**config.mk**
```make
export PLATFORM = sky130hd
export DESIGN_NAME = plt_line_timing
export DESIGN_NICKNAME = d
export VERILOG_FILES = /design/src/core/plt_pkg.sv /design/src/core/plt_line_timing.sv
export SDC_FILE = /design/constraint.sdc
export NUM_CORES = 1
export LEC_CHECK = 0
export CAP_MARGIN = 20
export CORE_ASPECT_RATIO = 1.5
export CORE_MARGIN = 4
export CORE_UTILIZATION = 55
export DETAILED_ROUTE_END_ITERATION = 16
export DONT_BUFFER_PORTS = 1
export PLACE_DENSITY = 0.8
export SLEW_MARGIN = 20
export SYNTH_ARGS = -nofsm -noshare
export SYNTH_HDL_FRONTEND = slang
export SYNTH_SLANG_ARGS = --single-unit
```
**constraint.sdc**
```tcl
create_clock -name sys_clk -period 14.35 [get_ports sys_clk]
set_input_delay 0 -clock sys_clk [delete_from_list [all_inputs] [get_ports sys_clk]]
set_output_delay 0 -clock sys_clk [all_outputs]
set_load 0.005 [all_outputs]
```
**src/core/plt_pkg.sv**
```systemverilog
// Constants for the line timing and management register block
package plt_pkg;

  localparam int CLK_NS = 4;

  // Jabber cutoff and unjab timers
  localparam int JAB_MS = 100;
  localparam int UNJAB_MS = 500;
  localparam int JAB_CYC = JAB_MS * 1000000 / CLK_NS;
  localparam int UNJAB_CYC = UNJAB_MS * 1000000 / CLK_NS;

  // Heartbeat delay and width, least times rounded up
  localparam int SQE_DLY_NS = 1000;
  localparam int SQE_WID_NS = 1000;
  localparam int SQE_DLY_CYC = (SQE_DLY_NS + CLK_NS - 1) / CLK_NS;
  localparam int SQE_WID_CYC = (SQE_WID_NS + CLK_NS - 1) / CLK_NS;

  // Fast link pulse timing
  localparam int FLP_PW_NS = 100;
  localparam int FLP_HALF_NS = 62500;
  localparam int FLP_REP_US = 12000;
  localparam int FLP_PW_CYC = FLP_PW_NS / CLK_NS;
  localparam int FLP_HALF_CYC = FLP_HALF_NS / CLK_NS;
  localparam int FLP_REP_CYC = FLP_REP_US * 1000 / CLK_NS;
  localparam logic [5:0] FLP_LAST_SLOT = 6'h20;

  // Reset recovery before management access, longest time rounded down
  localparam int RECOV_US = 200;
  localparam int RECOV_CYC = RECOV_US * 1000 / CLK_NS;

  // Management frame
  localparam logic [5:0] MD_PRE_ONES = 6'h20;
  localparam logic [4:0] MD_HEAD_BITS = 5'h0d;
  localparam logic [4:0] MD_DATA_BITS = 5'h10;
  localparam logic [1:0] MD_OP_WR = 2'h1;
  localparam logic [1:0] MD_OP_RD = 2'h2;

  // Register numbers
  localparam logic [4:0] REG_BASIC_CONTROL = 5'h00;
  localparam logic [4:0] REG_BASIC_STATUS = 5'h01;
  localparam logic [4:0] REG_IDENTIFIER_HIGH = 5'h02;
  localparam logic [4:0] REG_IDENTIFIER_LOW = 5'h03;
  localparam logic [4:0] REG_AUTONEG_LOCAL_ABILITY = 5'h04;
  localparam logic [4:0] REG_AUTONEG_PARTNER_ABILITY = 5'h05;
  localparam logic [4:0] REG_AUTONEG_EXPANSION = 5'h06;
  localparam logic [4:0] REG_NEXT_PAGE_OUTGOING = 5'h07;
  localparam logic [4:0] REG_NEXT_PAGE_INCOMING = 5'h08;
  localparam logic [4:0] REG_PORT_SETUP = 5'h10;
  localparam logic [4:0] REG_SECONDARY_STATUS = 5'h11;
  localparam logic [4:0] REG_IRQ_MASK = 5'h12;
  localparam logic [4:0] REG_IRQ_FLAGS = 5'h13;
  localparam logic [4:0] REG_INDICATOR_SETUP = 5'h14;
  localparam logic [4:0] REG_DIGITAL_SETUP = 5'h1a;
  localparam logic [4:0] REG_TX_TUNING = 5'h1e;

  // Field positions and reset values
  localparam int CTRL_SW_RESET = 15;
  localparam int CTRL_SPEED_LSB = 13;
  localparam int CTRL_AN_ENABLE = 12;
  localparam logic [15:0] CTRL_RESET_VAL = 16'h3100;
  localparam logic [15:0] ABILITY_RESET_VAL = 16'h01e1;
  localparam logic [15:0] ZERO_RESET_VAL = 16'h0000;
  localparam logic [15:0] STATUS_CAPS = 16'h7809;
  localparam int STAT_AN_DONE = 5;
  localparam int STAT_LINK = 2;
  localparam int STAT_JABBER = 1;

  typedef enum logic [1:0] {
    MD_IDLE = 2'b00,
    MD_HEAD = 2'b01,
    MD_TA = 2'b10,
    MD_DATA = 2'b11
  } plt_md_e;

endpackage

```
**src/core/plt_line_timing.sv**
```systemverilog
// Line timing, heartbeat, link pulse bursts and management registers of a 10/100 PHY
`timescale 1ns/1ps

// Function
// - Cut off long 10M transmit, then unjab later
// - Heartbeat on col about 1 us after 10M transmit
// - Heartbeat pulse lasts about 1 us
// - Burst clock pulses 125 us apart, 100 ns
// - Data one pulse 62.5 us after clock
// - Bursts repeat every 12 ms, 2 ms long
// - Each burst has 17 clock, 16 data slots
// - Leave internal reset within 300 us powerup
// - Management ready within 200 us after reset
// - Registers are 16 bits, numbered by frame
// - Numbers 0 to 8 are base registers
// - Vendor registers at 16-20, 26 and 30
module plt_line_timing
  import plt_pkg::*;
#(
  parameter logic [27:0] JABBER_CYCLES = 28'(JAB_CYC),
  parameter logic [27:0] UNJAB_CYCLES = 28'(UNJAB_CYC),
  parameter logic [21:0] BURST_REPEAT_CYCLES = 22'(FLP_REP_CYC),
  parameter logic [13:0] PULSE_HALF_CYCLES = 14'(FLP_HALF_CYC),
  parameter logic [15:0] RECOVERY_CYCLES = 16'(RECOV_CYC),
  parameter logic [15:0] ID_HIGH = 16'h1234, // Arbitrary value
  parameter logic [15:0] ID_LOW = 16'h5678 // Arbitrary value
) (
  input wire logic sys_clk,
  input wire logic reset,
  input wire logic mdc,
  input wire logic mdio_in,
  output logic mdio_out,
  output logic mdio_oe,
  input wire logic [4:0] phy_addr,
  input wire logic tx_en,
  input wire logic link_up,
  input wire logic an_complete,
  input wire logic [15:0] partner_ability,
  input wire logic [15:0] an_expansion,
  input wire logic [15:0] np_incoming,
  output logic tx_gate,
  output logic col,
  output logic flp_out,
  output logic jabber,
  output logic mgmt_ready
);

  // Pin synchronisers
  logic [1:0] mdc_sync_ff, mdio_sync_ff, tx_sync_ff;
  logic [4:0] addr_meta_ff, addr_sync_ff;
  logic mdc_prev_ff, tx_prev_ff;
  always_ff @(posedge sys_clk or posedge reset) begin
    if (reset) begin
      mdc_sync_ff <= 2'h0;
      mdio_sync_ff <= 2'h3;
      tx_sync_ff <= 2'h0;
      addr_meta_ff <= 5'h00;
      addr_sync_ff <= 5'h00;
      mdc_prev_ff <= 1'b0;
      tx_prev_ff <= 1'b0;
    end else begin
      mdc_sync_ff <= {mdc_sync_ff[0], mdc};
      mdio_sync_ff <= {mdio_sync_ff[0], mdio_in};
      tx_sync_ff <= {tx_sync_ff[0], tx_en};
      addr_meta_ff <= phy_addr;
      addr_sync_ff <= addr_meta_ff;
      mdc_prev_ff <= mdc_sync_ff[1];
      tx_prev_ff <= tx_sync_ff[1];
    end
  end
  logic mdc_rise, mdio_bit, tx_s;
  assign mdc_rise = mdc_sync_ff[1] & ~mdc_prev_ff;
  assign mdio_bit = mdio_sync_ff[1];
  assign tx_s = tx_sync_ff[1];

  // Reset recovery window
  logic [15:0] rec_cnt_ff, nxt_rec_cnt;
  logic ready_ff, nxt_ready;
  always_comb begin
    nxt_rec_cnt = rec_cnt_ff;
    nxt_ready = ready_ff;
    if (!ready_ff) begin
      if (rec_cnt_ff == RECOVERY_CYCLES - 16'h1) begin
        nxt_ready = 1'b1;
      end else begin
        nxt_rec_cnt = rec_cnt_ff + 16'h1;
      end
    end
  end
  always_ff @(posedge sys_clk or posedge reset) begin
    if (reset) begin
      rec_cnt_ff <= 16'h0;
      ready_ff <= 1'b0;
    end else begin
      rec_cnt_ff <= nxt_rec_cnt;
      ready_ff <= nxt_ready;
    end
  end

  // Register file
  logic [15:0] ctrl_ff, ability_ff, np_out_ff, port_ff, mask_ff, ind_ff, dig_ff, txt_ff;
  logic [15:0] nxt_ctrl, nxt_ability, nxt_np_out, nxt_port, nxt_mask, nxt_ind, nxt_dig, nxt_txt;
  logic wr_stb;
  logic [4:0] wr_reg;
  logic [15:0] wr_data, rd_word;
  logic [4:0] rd_reg;
  logic jabbed_ff, col_ff, flp_active_ff, tx_gate_ff;

  always_comb begin
    rd_word = 16'h0000;
    if (rd_reg == REG_BASIC_CONTROL) begin
      rd_word = ctrl_ff;
    end else if (rd_reg == REG_BASIC_STATUS) begin
      rd_word = STATUS_CAPS;
      rd_word[STAT_AN_DONE] = an_complete;
      rd_word[STAT_LINK] = link_up;
      rd_word[STAT_JABBER] = jabbed_ff;
    end else if (rd_reg == REG_IDENTIFIER_HIGH) begin
      rd_word = ID_HIGH;
    end else if (rd_reg == REG_IDENTIFIER_LOW) begin
      rd_word = ID_LOW;
    end else if (rd_reg == REG_AUTONEG_LOCAL_ABILITY) begin
      rd_word = ability_ff;
    end else if (rd_reg == REG_AUTONEG_PARTNER_ABILITY) begin
      rd_word = partner_ability;
    end else if (rd_reg == REG_AUTONEG_EXPANSION) begin
      rd_word = an_expansion;
    end else if (rd_reg == REG_NEXT_PAGE_OUTGOING) begin
      rd_word = np_out_ff;
    end else if (rd_reg == REG_NEXT_PAGE_INCOMING) begin
      rd_word = np_incoming;
    end else if (rd_reg == REG_PORT_SETUP) begin
      rd_word = port_ff;
    end else if (rd_reg == REG_SECONDARY_STATUS) begin
      rd_word = {12'h000, flp_active_ff, col_ff, jabbed_ff, tx_gate_ff};
    end else if (rd_reg == REG_IRQ_MASK) begin
      rd_word = mask_ff;
    end else if (rd_reg == REG_IRQ_FLAGS) begin
      rd_word = 16'h0000;
    end else if (rd_reg == REG_INDICATOR_SETUP) begin
      rd_word = ind_ff;
    end else if (rd_reg == REG_DIGITAL_SETUP) begin
      rd_word = dig_ff;
    end else if (rd_reg == REG_TX_TUNING) begin
      rd_word = txt_ff;
    end
  end

  always_comb begin
    nxt_ctrl = ctrl_ff;
    nxt_ability = ability_ff;
    nxt_np_out = np_out_ff;
    nxt_port = port_ff;
    nxt_mask = mask_ff;
    nxt_ind = ind_ff;
    nxt_dig = dig_ff;
    nxt_txt = txt_ff;
    if (wr_stb) begin
      if (wr_reg == REG_BASIC_CONTROL) begin
        nxt_ctrl = wr_data;
        nxt_ctrl[CTRL_SW_RESET] = 1'b0;
        if (wr_data[CTRL_SW_RESET]) begin
          nxt_ctrl = CTRL_RESET_VAL;
          nxt_ability = ABILITY_RESET_VAL;
          nxt_np_out = ZERO_RESET_VAL;
        end
      end else if (wr_reg == REG_AUTONEG_LOCAL_ABILITY) begin
        nxt_ability = wr_data;
      end else if (wr_reg == REG_NEXT_PAGE_OUTGOING) begin
        nxt_np_out = wr_data;
      end else if (wr_reg == REG_PORT_SETUP) begin
        nxt_port = wr_data;
      end else if (wr_reg == REG_IRQ_MASK) begin
        nxt_mask = wr_data;
      end else if (wr_reg == REG_INDICATOR_SETUP) begin
        nxt_ind = wr_data;
      end else if (wr_reg == REG_DIGITAL_SETUP) begin
        nxt_dig = wr_data;
      end else if (wr_reg == REG_TX_TUNING) begin
        nxt_txt = wr_data;
      end
    end
  end
  always_ff @(posedge sys_clk or posedge reset) begin
    if (reset) begin
      ctrl_ff <= CTRL_RESET_VAL;
      ability_ff <= ABILITY_RESET_VAL;
      np_out_ff <= ZERO_RESET_VAL;
      port_ff <= ZERO_RESET_VAL;
      mask_ff <= ZERO_RESET_VAL;
      ind_ff <= ZERO_RESET_VAL;
      dig_ff <= ZERO_RESET_VAL;
      txt_ff <= ZERO_RESET_VAL;
    end else begin
      ctrl_ff <= nxt_ctrl;
      ability_ff <= nxt_ability;
      np_out_ff <= nxt_np_out;
      port_ff <= nxt_port;
      mask_ff <= nxt_mask;
      ind_ff <= nxt_ind;
      dig_ff <= nxt_dig;
      txt_ff <= nxt_txt;
    end
  end

  // Management frame engine, sampling and driving on mdc rising edges
  plt_md_e md_st_ff, nxt_md_st;
  logic [5:0] pre_cnt_ff, nxt_pre_cnt;
  logic [4:0] bit_cnt_ff, nxt_bit_cnt;
  logic [12:0] head_ff, nxt_head;
  logic [15:0] sh_ff, nxt_sh;
  logic is_rd_ff, nxt_is_rd, md_out_ff, nxt_md_out, md_oe_ff, nxt_md_oe;
  logic [12:0] head_full;
  assign head_full = {head_ff[11:0], mdio_bit};
  assign rd_reg = head_full[4:0];
  assign wr_reg = head_ff[4:0];
  assign wr_data = nxt_sh;

  always_comb begin
    nxt_md_st = md_st_ff;
    nxt_pre_cnt = pre_cnt_ff;
    nxt_bit_cnt = bit_cnt_ff;
    nxt_head = head_ff;
    nxt_sh = sh_ff;
    nxt_is_rd = is_rd_ff;
    nxt_md_out = md_out_ff;
    nxt_md_oe = md_oe_ff;
    wr_stb = 1'b0;
    if (mdc_rise) begin
      case (md_st_ff)
        MD_IDLE: begin
          if (mdio_bit) begin
            nxt_pre_cnt = (pre_cnt_ff == MD_PRE_ONES) ? pre_cnt_ff : pre_cnt_ff + 6'h1;
          end else begin
            nxt_pre_cnt = 6'h00;
            if (pre_cnt_ff == MD_PRE_ONES) begin
              nxt_md_st = MD_HEAD;
              nxt_bit_cnt = 5'h00;
            end
          end
        end
        MD_HEAD: begin
          nxt_head = head_full;
          nxt_bit_cnt = bit_cnt_ff + 5'h1;
          if (bit_cnt_ff == MD_HEAD_BITS - 5'h1) begin
            nxt_bit_cnt = 5'h00;
            nxt_md_st = MD_IDLE;
            nxt_is_rd = (head_full[11:10] == MD_OP_RD);
            nxt_sh = rd_word;
            if (head_full[12] && head_full[9:5] == addr_sync_ff && ready_ff &&
                (head_full[11:10] == MD_OP_RD || head_full[11:10] == MD_OP_WR)) begin
              nxt_md_st = MD_TA;
            end
          end
        end
        MD_TA: begin
          nxt_bit_cnt = bit_cnt_ff + 5'h1;
          if (is_rd_ff) begin
            nxt_md_oe = 1'b1;
            nxt_md_out = 1'b0;
            nxt_bit_cnt = 5'h00;
            nxt_md_st = MD_DATA;
          end else if (bit_cnt_ff == 5'h1) begin
            nxt_bit_cnt = 5'h00;
            nxt_md_st = MD_DATA;
          end
        end
        MD_DATA: begin
          nxt_bit_cnt = bit_cnt_ff + 5'h1;
          if (is_rd_ff) begin
            nxt_md_out = sh_ff[15];
            nxt_sh = {sh_ff[14:0], 1'b0};
            if (bit_cnt_ff == MD_DATA_BITS) begin
              nxt_md_oe = 1'b0;
              nxt_md_out = 1'b0;
              nxt_md_st = MD_IDLE;
            end
          end else begin
            nxt_sh = {sh_ff[14:0], mdio_bit};
            if (bit_cnt_ff == MD_DATA_BITS - 5'h1) begin
              wr_stb = 1'b1;
              nxt_md_st = MD_IDLE;
            end
          end
        end
        default: nxt_md_st = MD_IDLE;
      endcase
    end
  end
  always_ff @(posedge sys_clk or posedge reset) begin
    if (reset) begin
      md_st_ff <= MD_IDLE;
      pre_cnt_ff <= 6'h00;
      bit_cnt_ff <= 5'h00;
      head_ff <= 13'h0000;
      sh_ff <= 16'h0000;
      is_rd_ff <= 1'b0;
      md_out_ff <= 1'b0;
      md_oe_ff <= 1'b0;
    end else begin
      md_st_ff <= nxt_md_st;
      pre_cnt_ff <= nxt_pre_cnt;
      bit_cnt_ff <= nxt_bit_cnt;
      head_ff <= nxt_head;
      sh_ff <= nxt_sh;
      is_rd_ff <= nxt_is_rd;
      md_out_ff <= nxt_md_out;
      md_oe_ff <= nxt_md_oe;
    end
  end

  // Jabber and heartbeat
  logic [27:0] jab_cnt_ff, nxt_jab_cnt;
  logic [9:0] sqe_cnt_ff, nxt_sqe_cnt;
  logic nxt_jabbed, nxt_col, nxt_tx_gate, ten_mode;
  assign ten_mode = ~ctrl_ff[CTRL_SPEED_LSB];
  always_comb begin
    nxt_jab_cnt = jab_cnt_ff + 28'h1;
    nxt_jabbed = jabbed_ff;
    if (!jabbed_ff) begin
      if (!(ten_mode && tx_s)) begin
        nxt_jab_cnt = 28'h0;
      end else if (jab_cnt_ff == JABBER_CYCLES - 28'h1) begin
        nxt_jabbed = 1'b1;
        nxt_jab_cnt = 28'h0;
      end
    end else if (jab_cnt_ff == UNJAB_CYCLES - 28'h1) begin
      nxt_jabbed = 1'b0;
      nxt_jab_cnt = 28'h0;
    end
    nxt_tx_gate = tx_s & ~nxt_jabbed;
    nxt_sqe_cnt = 10'h000;
    if (sqe_cnt_ff != 10'h000 && sqe_cnt_ff != 10'(SQE_DLY_CYC + SQE_WID_CYC)) begin
      nxt_sqe_cnt = sqe_cnt_ff + 10'h1;
    end else if (tx_prev_ff && !tx_s && ten_mode && !jabbed_ff) begin
      nxt_sqe_cnt = 10'h001;
    end
    nxt_col = (nxt_sqe_cnt > 10'(SQE_DLY_CYC));
  end
  always_ff @(posedge sys_clk or posedge reset) begin
    if (reset) begin
      jab_cnt_ff <= 28'h0;
      jabbed_ff <= 1'b0;
      tx_gate_ff <= 1'b0;
      sqe_cnt_ff <= 10'h000;
      col_ff <= 1'b0;
    end else begin
      jab_cnt_ff <= nxt_jab_cnt;
      jabbed_ff <= nxt_jabbed;
      tx_gate_ff <= nxt_tx_gate;
      sqe_cnt_ff <= nxt_sqe_cnt;
      col_ff <= nxt_col;
    end
  end

  // Fast link pulse bursts, one slot per half clock period
  logic [21:0] rep_cnt_ff, nxt_rep_cnt;
  logic [13:0] slot_tmr_ff, nxt_slot_tmr;
  logic [5:0] slot_ff, nxt_slot;
  logic [15:0] word_ff, nxt_word;
  logic nxt_flp_active, flp_ff, nxt_flp;
  always_comb begin
    nxt_rep_cnt = rep_cnt_ff + 22'h1;
    nxt_slot_tmr = slot_tmr_ff;
    nxt_slot = slot_ff;
    nxt_word = word_ff;
    nxt_flp_active = flp_active_ff;
    if (!ctrl_ff[CTRL_AN_ENABLE] || !ready_ff) begin
      nxt_rep_cnt = 22'h0;
      // Pulse in flight keeps its full width
      nxt_slot_tmr = slot_tmr_ff + 14'h1;
      nxt_flp_active = flp_ff;
    end else if (rep_cnt_ff == BURST_REPEAT_CYCLES - 22'h1) begin
      nxt_rep_cnt = 22'h0;
      nxt_flp_active = 1'b1;
      nxt_slot = 6'h00;
      nxt_slot_tmr = 14'h0;
      nxt_word = ability_ff;
    end else if (flp_active_ff) begin
      nxt_slot_tmr = slot_tmr_ff + 14'h1;
      if (slot_tmr_ff == PULSE_HALF_CYCLES - 14'h1) begin
        nxt_slot_tmr = 14'h0;
        nxt_slot = slot_ff + 6'h1;
        if (slot_ff == FLP_LAST_SLOT) begin
          nxt_flp_active = 1'b0;
        end
      end
    end
    nxt_flp = nxt_flp_active && (nxt_slot_tmr < 14'(FLP_PW_CYC)) &&
              (!nxt_slot[0] || nxt_word[nxt_slot[4:1]]);
  end
  always_ff @(posedge sys_clk or posedge reset) begin
    if (reset) begin
      rep_cnt_ff <= 22'h0;
      slot_tmr_ff <= 14'h0;
      slot_ff <= 6'h00;
      word_ff <= 16'h0000;
      flp_active_ff <= 1'b0;
      flp_ff <= 1'b0;
    end else begin
      rep_cnt_ff <= nxt_rep_cnt;
      slot_tmr_ff <= nxt_slot_tmr;
      slot_ff <= nxt_slot;
      word_ff <= nxt_word;
      flp_active_ff <= nxt_flp_active;
      flp_ff <= nxt_flp;
    end
  end

  assign mdio_out = md_out_ff;
  assign mdio_oe = md_oe_ff;
  assign tx_gate = tx_gate_ff;
  assign col = col_ff;
  assign flp_out = flp_ff;
  assign jabber = jabbed_ff;
  assign mgmt_ready = ready_ff;

endmodule // plt_line_timing

```
# [Word-level counts from Yosys, hierarchy flattened]
# Cells that the tools add are included.
# Widths: inputs -> output; s select.
[totals] ff_bits=308 in_bits=60
[op_classes] add_sub_neg=8 order_cmp=3 eq_ne=52 muxes=89 n_bitwise=15 n_reduce_logical=44
[op_table] operator="$mux 16" n=27
[op_table] operator="$mux 28" n=4
[op_table] operator="$eq 5x5->1 const B" n=13
[op_table] operator="$mux 14" n=4
[op_table] operator="$mux 22" n=2
[op_table] operator="$pmux 16 s2" n=1
[op_table] operator="$eq 5x3->1 const B" n=6
[op_table] operator="$mux 5" n=6
[op_table] operator="$mux 6" n=5
[op_table] operator="$add 28x1->28 const B" n=1
[op_table] operator="$eq 28x25->1 const B" n=1
[op_table] operator="$eq 28x27->1 const B" n=1
[op_table] operator="$mux 1" n=24
[op_table] operator="$add 22x1->22 const B" n=1
[op_table] operator="$eq 22x22->1 const B" n=1
[op_table] operator="$pmux 5 s4" n=1
[op_table] operator="$mux 2" n=9
[op_table] operator="$ne 2x2->1 const B" n=9
[op_table] operator="$add 16x1->16 const B" n=1
[op_table] operator="$eq 16x16->1 const B" n=1
[op_table] operator="$eq 5x4->1 const B" n=3
[op_table] operator="$mux 15" n=1
[op_table] operator="$reduce_and 3->1" n=5
[op_table] operator="$add 14x1->14 const B" n=1
[op_table] operator="other kinds (35)" n=83

# [Logic depth before layout (Yosys ltp)]
[logic_depth] ltp_word=23 ltp_mapped=12 depth_no_buf=11

# [Least setup slack after synthesis]
# OpenSTA, ideal clock, no wires.
[synth_path] path_kind="flip-flop to flip-flop" start="register rep_cnt_ff[11]" end="register flp_ff, in the netlist flp_out" setup_time_ns=0.134 t_arrival_ns=2.835 path_slack_ns=11.381 path_stages_with_launch=9 n_path_buf=0 cell_sequence="dfrtp_1 or4b_4 or4_4 nor3_4 mux2_2 mux2_2 a31o_2 nor4_1 a211oi_2"
[synth_via] elab_chain_len=7 elab_cells_between_ends=16 cone_classes="1 x order compare; 1 x eq/ne; 10 x mux; 4 x reduce/logical"
[synth_rtl] item="from (decl)" line_no="plt_line_timing.sv:357" source="logic [21:0] rep_cnt_ff, nxt_rep_cnt;"
[synth_rtl] item="from (signal assigned)" line_no="plt_line_timing.sv:401" source="rep_cnt_ff <= nxt_rep_cnt;"
[synth_rtl] item="$eq 22x22->1" line_no="plt_line_timing.sv:373" source="end else if (rep_cnt_ff == BURST_REPEAT_CYCLES - 22'h1) begin"
[synth_rtl] item="$mux 16" line_no="plt_line_timing.sv:373"
[synth_rtl] item="$mux 16" line_no="plt_line_timing.sv:368" source="if (!ctrl_ff[CTRL_AN_ENABLE] || !ready_ff) begin"
[synth_rtl] item="via nxt_word[8]" line_no="plt_line_timing.sv:360" source="logic [15:0] word_ff, nxt_word;"
[synth_rtl] item="$bmux 1 s4" line_no="plt_line_timing.sv:390" source="(!nxt_slot[0] || nxt_word[nxt_slot[4:1]]);"
[synth_rtl] item="$mux 1 (not written as such)" line_no="plt_line_timing.sv:390"
[synth_rtl] item="$logic_or 1x1->1" line_no="plt_line_timing.sv:390"
[synth_rtl] item="$logic_and 1x1->1" line_no="plt_line_timing.sv:389" source="nxt_flp = nxt_flp_active && (nxt_slot_tmr < 14'(FLP_PW_CYC)) &&"
[synth_rtl] item="via nxt_flp" line_no="plt_line_timing.sv:361" source="logic nxt_flp_active, flp_ff, nxt_flp;"
[synth_rtl] item="to (signal assigned)" line_no="plt_line_timing.sv:406" source="flp_ff <= nxt_flp;"
[synth_rtl] item="to (decl)" line_no="plt_line_timing.sv:361"
# The timed path passes the listed nets, and every way through them passes these cells. The select of a mux whose other input is x is not followed.
# A chain may end at the register's enable or synchronous reset.

# [Final worst setup path]
[layout_path] start="register mdio_sync_ff[1]" end="register ind_ff[9]"
[layout_via] elab_chain_len=20 elab_cells_between_ends=35 cone_classes="15 x eq/ne; 19 x mux; 1 x reduce/logical"
[layout_rtl] item="from (decl)" line_no="plt_line_timing.sv:49" source="logic [1:0] mdc_sync_ff, mdio_sync_ff, tx_sync_ff;"
[layout_rtl] item="from (signal assigned)" line_no="plt_line_timing.sv:63" source="mdio_sync_ff <= {mdio_sync_ff[0], mdio_in};"
[layout_rtl] item="$eq 5x5->1" line_no="plt_line_timing.sv:144" source="end else if (rd_reg == REG_TX_TUNING) begin"
[layout_rtl] item="$mux 16" line_no="plt_line_timing.sv:144"
[layout_rtl] item="$mux 16" line_no="plt_line_timing.sv:142" source="end else if (rd_reg == REG_DIGITAL_SETUP) begin"
[layout_rtl] item="$mux 16" line_no="plt_line_timing.sv:140" source="end else if (rd_reg == REG_INDICATOR_SETUP) begin"
[layout_rtl] item="$mux 16" line_no="plt_line_timing.sv:138" source="end else if (rd_reg == REG_IRQ_FLAGS) begin"
[layout_rtl] item="$mux 16" line_no="plt_line_timing.sv:136" source="end else if (rd_reg == REG_IRQ_MASK) begin"
[layout_rtl] item="$mux 16" line_no="plt_line_timing.sv:134" source="end else if (rd_reg == REG_SECONDARY_STATUS) begin"
[layout_rtl] item="$mux 16" line_no="plt_line_timing.sv:132" source="end else if (rd_reg == REG_PORT_SETUP) begin"
[layout_rtl] item="(+5 left out)"
[layout_rtl] item="$mux 16" line_no="plt_line_timing.sv:120" source="end else if (rd_reg == REG_IDENTIFIER_LOW) begin"
[layout_rtl] item="$mux 16" line_no="plt_line_timing.sv:118" source="end else if (rd_reg == REG_IDENTIFIER_HIGH) begin"
[layout_rtl] item="$mux 16" line_no="plt_line_timing.sv:113" source="end else if (rd_reg == REG_BASIC_STATUS) begin"
[layout_rtl] item="$mux 16 (*)" line_no="plt_line_timing.sv:111" source="if (rd_reg == REG_BASIC_CONTROL) begin"
[layout_rtl] item="$mux 16 (*)" line_no="plt_line_timing.sv:245" source="if (bit_cnt_ff == MD_HEAD_BITS - 5'h1) begin"
[layout_rtl] item="$pmux 16 s2 (*)" line_no="plt_line_timing.sv:230" source="case (md_st_ff)"
[layout_rtl] item="$mux 16 (*)" line_no="plt_line_timing.sv:229" source="if (mdc_rise) begin"
[layout_rtl] item="via nxt_sh[9]" line_no="plt_line_timing.sv:211" source="logic [15:0] sh_ff, nxt_sh;"
[layout_rtl] item="to (signal assigned)" line_no="plt_line_timing.sv:200" source="ind_ff <= nxt_ind;"
[layout_rtl] item="to (decl)" line_no="plt_line_timing.sv:101" source="logic [15:0] ctrl_ff, ability_ff, np_out_ff, port_ff, mask_ff, ind_ff, dig_ff, txt_ff;"
# The timed path passes the listed nets; every way through them passes the cells marked *.

==> run metrics <==
result of the run=complete, no violations; Die ar.=just over 30000 um2; launching element of the worst setup path=mdio_sync_ff[1]$_DFF_PP1_; minimum setup slack among reg-to-reg paths=10.00 ns; minimum period implied by the final worst setup slack=between 4 and 5 ns; I/O Buffers=0; total I/O pin count=67; share of the cycle needed by the critical path after routing=between 30% and 40%; final-report setup violation count=0; total overflow reported by the global router=0; number of filler instances in the final layout=roughly 2200; primary flip-flop cell chosen by synthesis mapping=sky130_fd_sc_hd__dfrtp_1; post-route worst hold slack=0.0328 ns; Bufs on Longest Clock Path=3; critical-path maximum fanout=between 40 and 50; Worst Setup End Kind=register; Static Leakage=between 0.007 and 0.008 uW; CORE AREA=about 27000 um2; accumulated negative setup slack=0 ns; antenna violations before repair=3; clock sink total=307; Post-Synthesis Mean Instance Area=10.3 um2; Iteration-0 DRC Markers=1004; power density normalized to cell area=105 nW/um2; Area contributors post-synth=sky130_fd_sc_hd__dfrtp_1 49%, sky130_fd_sc_hd__mux2_2 6.0%, sky130_fd_sc_hd__nor2_1 3.8%; cell-internal power=1360 uW; startpoint types=register; clock latency reported for the late side of the worst-skew pair=~0.57 ns; startpoint of the most critical register-to-register path=mdio_sync_ff[1]$_DFF_PP1_; clock transition time at the flip-flop clock pins of the worst setup and hold paths=0.06 ns; combinational fraction of design power=3.4%; EDFF count, synth=0; count of different cell masters after synthesis=91; critical path endpoint=ind_ff[9]$_DFFE_PP0P_; sequential element share of the synthesized area=a little over 50%; Max Slew Vio Count=0; vias after detailed routing=11700; top cell type by total area after synthesis=sky130_fd_sc_hd__dfrtp_1; starting density of the core=55.6%; worst-margin pin slew=between 1 and 1.5 ns; Max-Cap Viols=0; Chip Height=211 um; Core Rows=between 70 and 80; pin count of the biggest net entering global routing=between 150 and 200; Layout area overhead=10.2%; total power draw=1750 uW; routed vias/inst=6.35; First-pass DRT Iterations=6; commonest cells in the synthesized netlist=297 x sky130_fd_sc_hd__dfrtp_1, 153 x sky130_fd_sc_hd__nor2_1, 141 x sky130_fd_sc_hd__nand2_1; IR Drop Worst-Case VDD=approximately 0.12 mV; switching part of the total power=22.1%; f_max=0.230 GHz; Worst EP arrival=4.85 ns; Crit Reg-Reg Endpoint=ind_ff[9]$_DFFE_PP0P_; routed length per placed instance=21.8 um; switching pwr=386 uW; total global routing track utilization=26.9%; remaining antenna violation count after routing=0; number of remaining DRC errors=0; x dimension of the die=143 um; half-perimeter wire length after placement=about 28000 um; setup repair after global routing missed its margin=false; number of global-route vias before repair=between 10000 and 15000; Synth Net Count=1541; fin cells=about 1800; proportion of power drawn by the clock network=45.7%; Syn Std Cell Area=15100 um2; cell with the most instances after synthesis=sky130_fd_sc_hd__dfrtp_1; global-route wire length before repair=64300 um; Syn Inst Count=around 1500; data required time at the worst endpoint=14.85 ns; FF+latch count, synth=307; proportion of power drawn by flip-flops and latches=~51%; number of placed instances with taps included=approximately 1800; count of cells resized by post-cts repair=0; cells on worst reg2reg path=10; clock buffers created by TritonCTS=30; fin nets=~1500; FFs w/ async S/R, synth=100%; weighted congestion reported at the end of routability-driven placement=1.00; worst hold path startpoint=an_complete; area share of the leading cell type in the synthesized netlist=between 40% and 50%; critical path class=register to register; number of hold-slack violations in the final timing report=0; H-Tree Level Count=1; fraction of final layout cells with drive strength greater than 1=a little over an eighth; clock tree from TritonCTS=done; number of warnings issued by yosys=0; worst hold path class=primary input to register; Clk Tree Root Cell=sky130_fd_sc_hd__clkbuf_16; final wirelength=around 40000 um; tightest slew margin relative to the limit=30.7%; clk_skew=0.0163 ns
## repair_timing
action | in CTS | in global routing
endpoints found under the hold margin | 161 | 0
hold buffers | 27 | 0
buffers inserted | 0 | 0
## final cells by class
type                            instances  area [um2]  area share (%)
Timing Repair Buffer                   42         403            2.41
Clock buffer                           42         887            5.31
Tap cell                              342         428            2.56
Inverter                               41         161           0.967
Sequential cell                       307        7690            46.1
Antenna cell                            4        10.0          0.0600
Clock inverter                         10         106           0.637
Multi-Input combinational cell       1049        7000            41.9
## layer usage
layer | vias to the layer above | share of wire, % | track usage (%)
li1 | 5285 | - | -
met1 | 5769 | 37 | 31.7
met2 | 443 | 50 | 45.7
met3 | 167 | 6.6 | 5.44
met4 | 0 | 6.1 | 14.6
met5 | - | 0 | 0
## layout by cell type, fill, tap and decap left out, drive strengths merged, types with 30 or more instances in the layout
master    n
dfrtp   297
o21ai    81
inv      42
xnor2    48
nor3     30
a21oi    51
nor2    153
nand2   142
mux2     81
nand3    56
xor2     48
clkbuf   42
## worst min-delay path by stage
stage / endpoint / cells past startpoint
6_report: sh_ff[5]$_DFF_PP0_ / 6
5_1_grt: sh_ff[10]$_DFF_PP0_ / 2
4_1_cts: sh_ff[5]$_DFF_PP0_ / 6
3_5_place_dp: mdio_sync_ff[0]$_DFF_PP1_ / 0
3_3_place_gp: mdio_sync_ff[0]$_DFF_PP1_ / 0
2_1_floorplan: mdio_sync_ff[0]$_DFF_PP1_ / 0
## worst max-delay path, stage by stage (launching register included)
cell and delay (ns):
sky130_fd_sc_hd__dfstp_2 1.13, sky130_fd_sc_hd__nand2_1 0.24, sky130_fd_sc_hd__nor2_1 0.60, sky130_fd_sc_hd__buf_4 0.29, sky130_fd_sc_hd__nand2_1 0.07, sky130_fd_sc_hd__o21ai_0 0.10
sky130_fd_sc_hd__o32ai_1 0.16, sky130_fd_sc_hd__or3_1 0.33, sky130_fd_sc_hd__dlygate4sd3_1 0.58, sky130_fd_sc_hd__a21oi_2 0.48, sky130_fd_sc_hd__mux2_2 0.26
## sequential cells by signal, summed over array words and instances (netlist names), 5 cells and up, named ones only
register and flops:
slot_tmr_ff 14, addr_sync_ff 5, sh_ff 16, bit_cnt_ff 5, ctrl_ff 15, rec_cnt_ff 16
head_ff 12, jab_cnt_ff 28, rep_cnt_ff 22, addr_meta_ff 5, ind_ff 16, sqe_cnt_ff 10
dig_ff 16, pre_cnt_ff 6, mask_ff 16, port_ff 16, slot_ff 6, np_out_ff 16
ability_ff 16, word_ff 16, txt_ff 16
## power by group through the flow
stage          registers (uW)  clock network (uW)  logic, uW
6_report                  889                 798       58.9
5_1_grt                   890                 850       68.6
4_1_cts                   889                 811       59.9
3_5_place_dp              904                   0       54.1
3_3_place_gp              904                   0       52.7
2_1_floorplan             900                   0       44.0
## stage by stage
stage / setup WS (ns) / area, um2 / util [%]
after floorplan: 5.88 / 15100 / -
after global placement: 10.69 / 15400 / 56.6
after detailed placement: 10.61 / 15400 / 56.6
after CTS: 10.12 / 16700 / 61.2
after global routing: 9.88 / 16700 / 61.3
final: 10.00 / 16700 / 61.3
## cells by family (layout without fill, tap and decap cells)
group	after synthesis	after routing	synth area share [%]
xor+xnor	96	96	5.55
simple gates	533	533	17.7
fa+ha+maj	16	16	1.32
flops	307	307	50.8
buf+inv	109	135	2.97
compound gates	298	298	14.0
other cells	0	4	0
mux	106	106	7.68
Power figures use the tool's default switching activity.
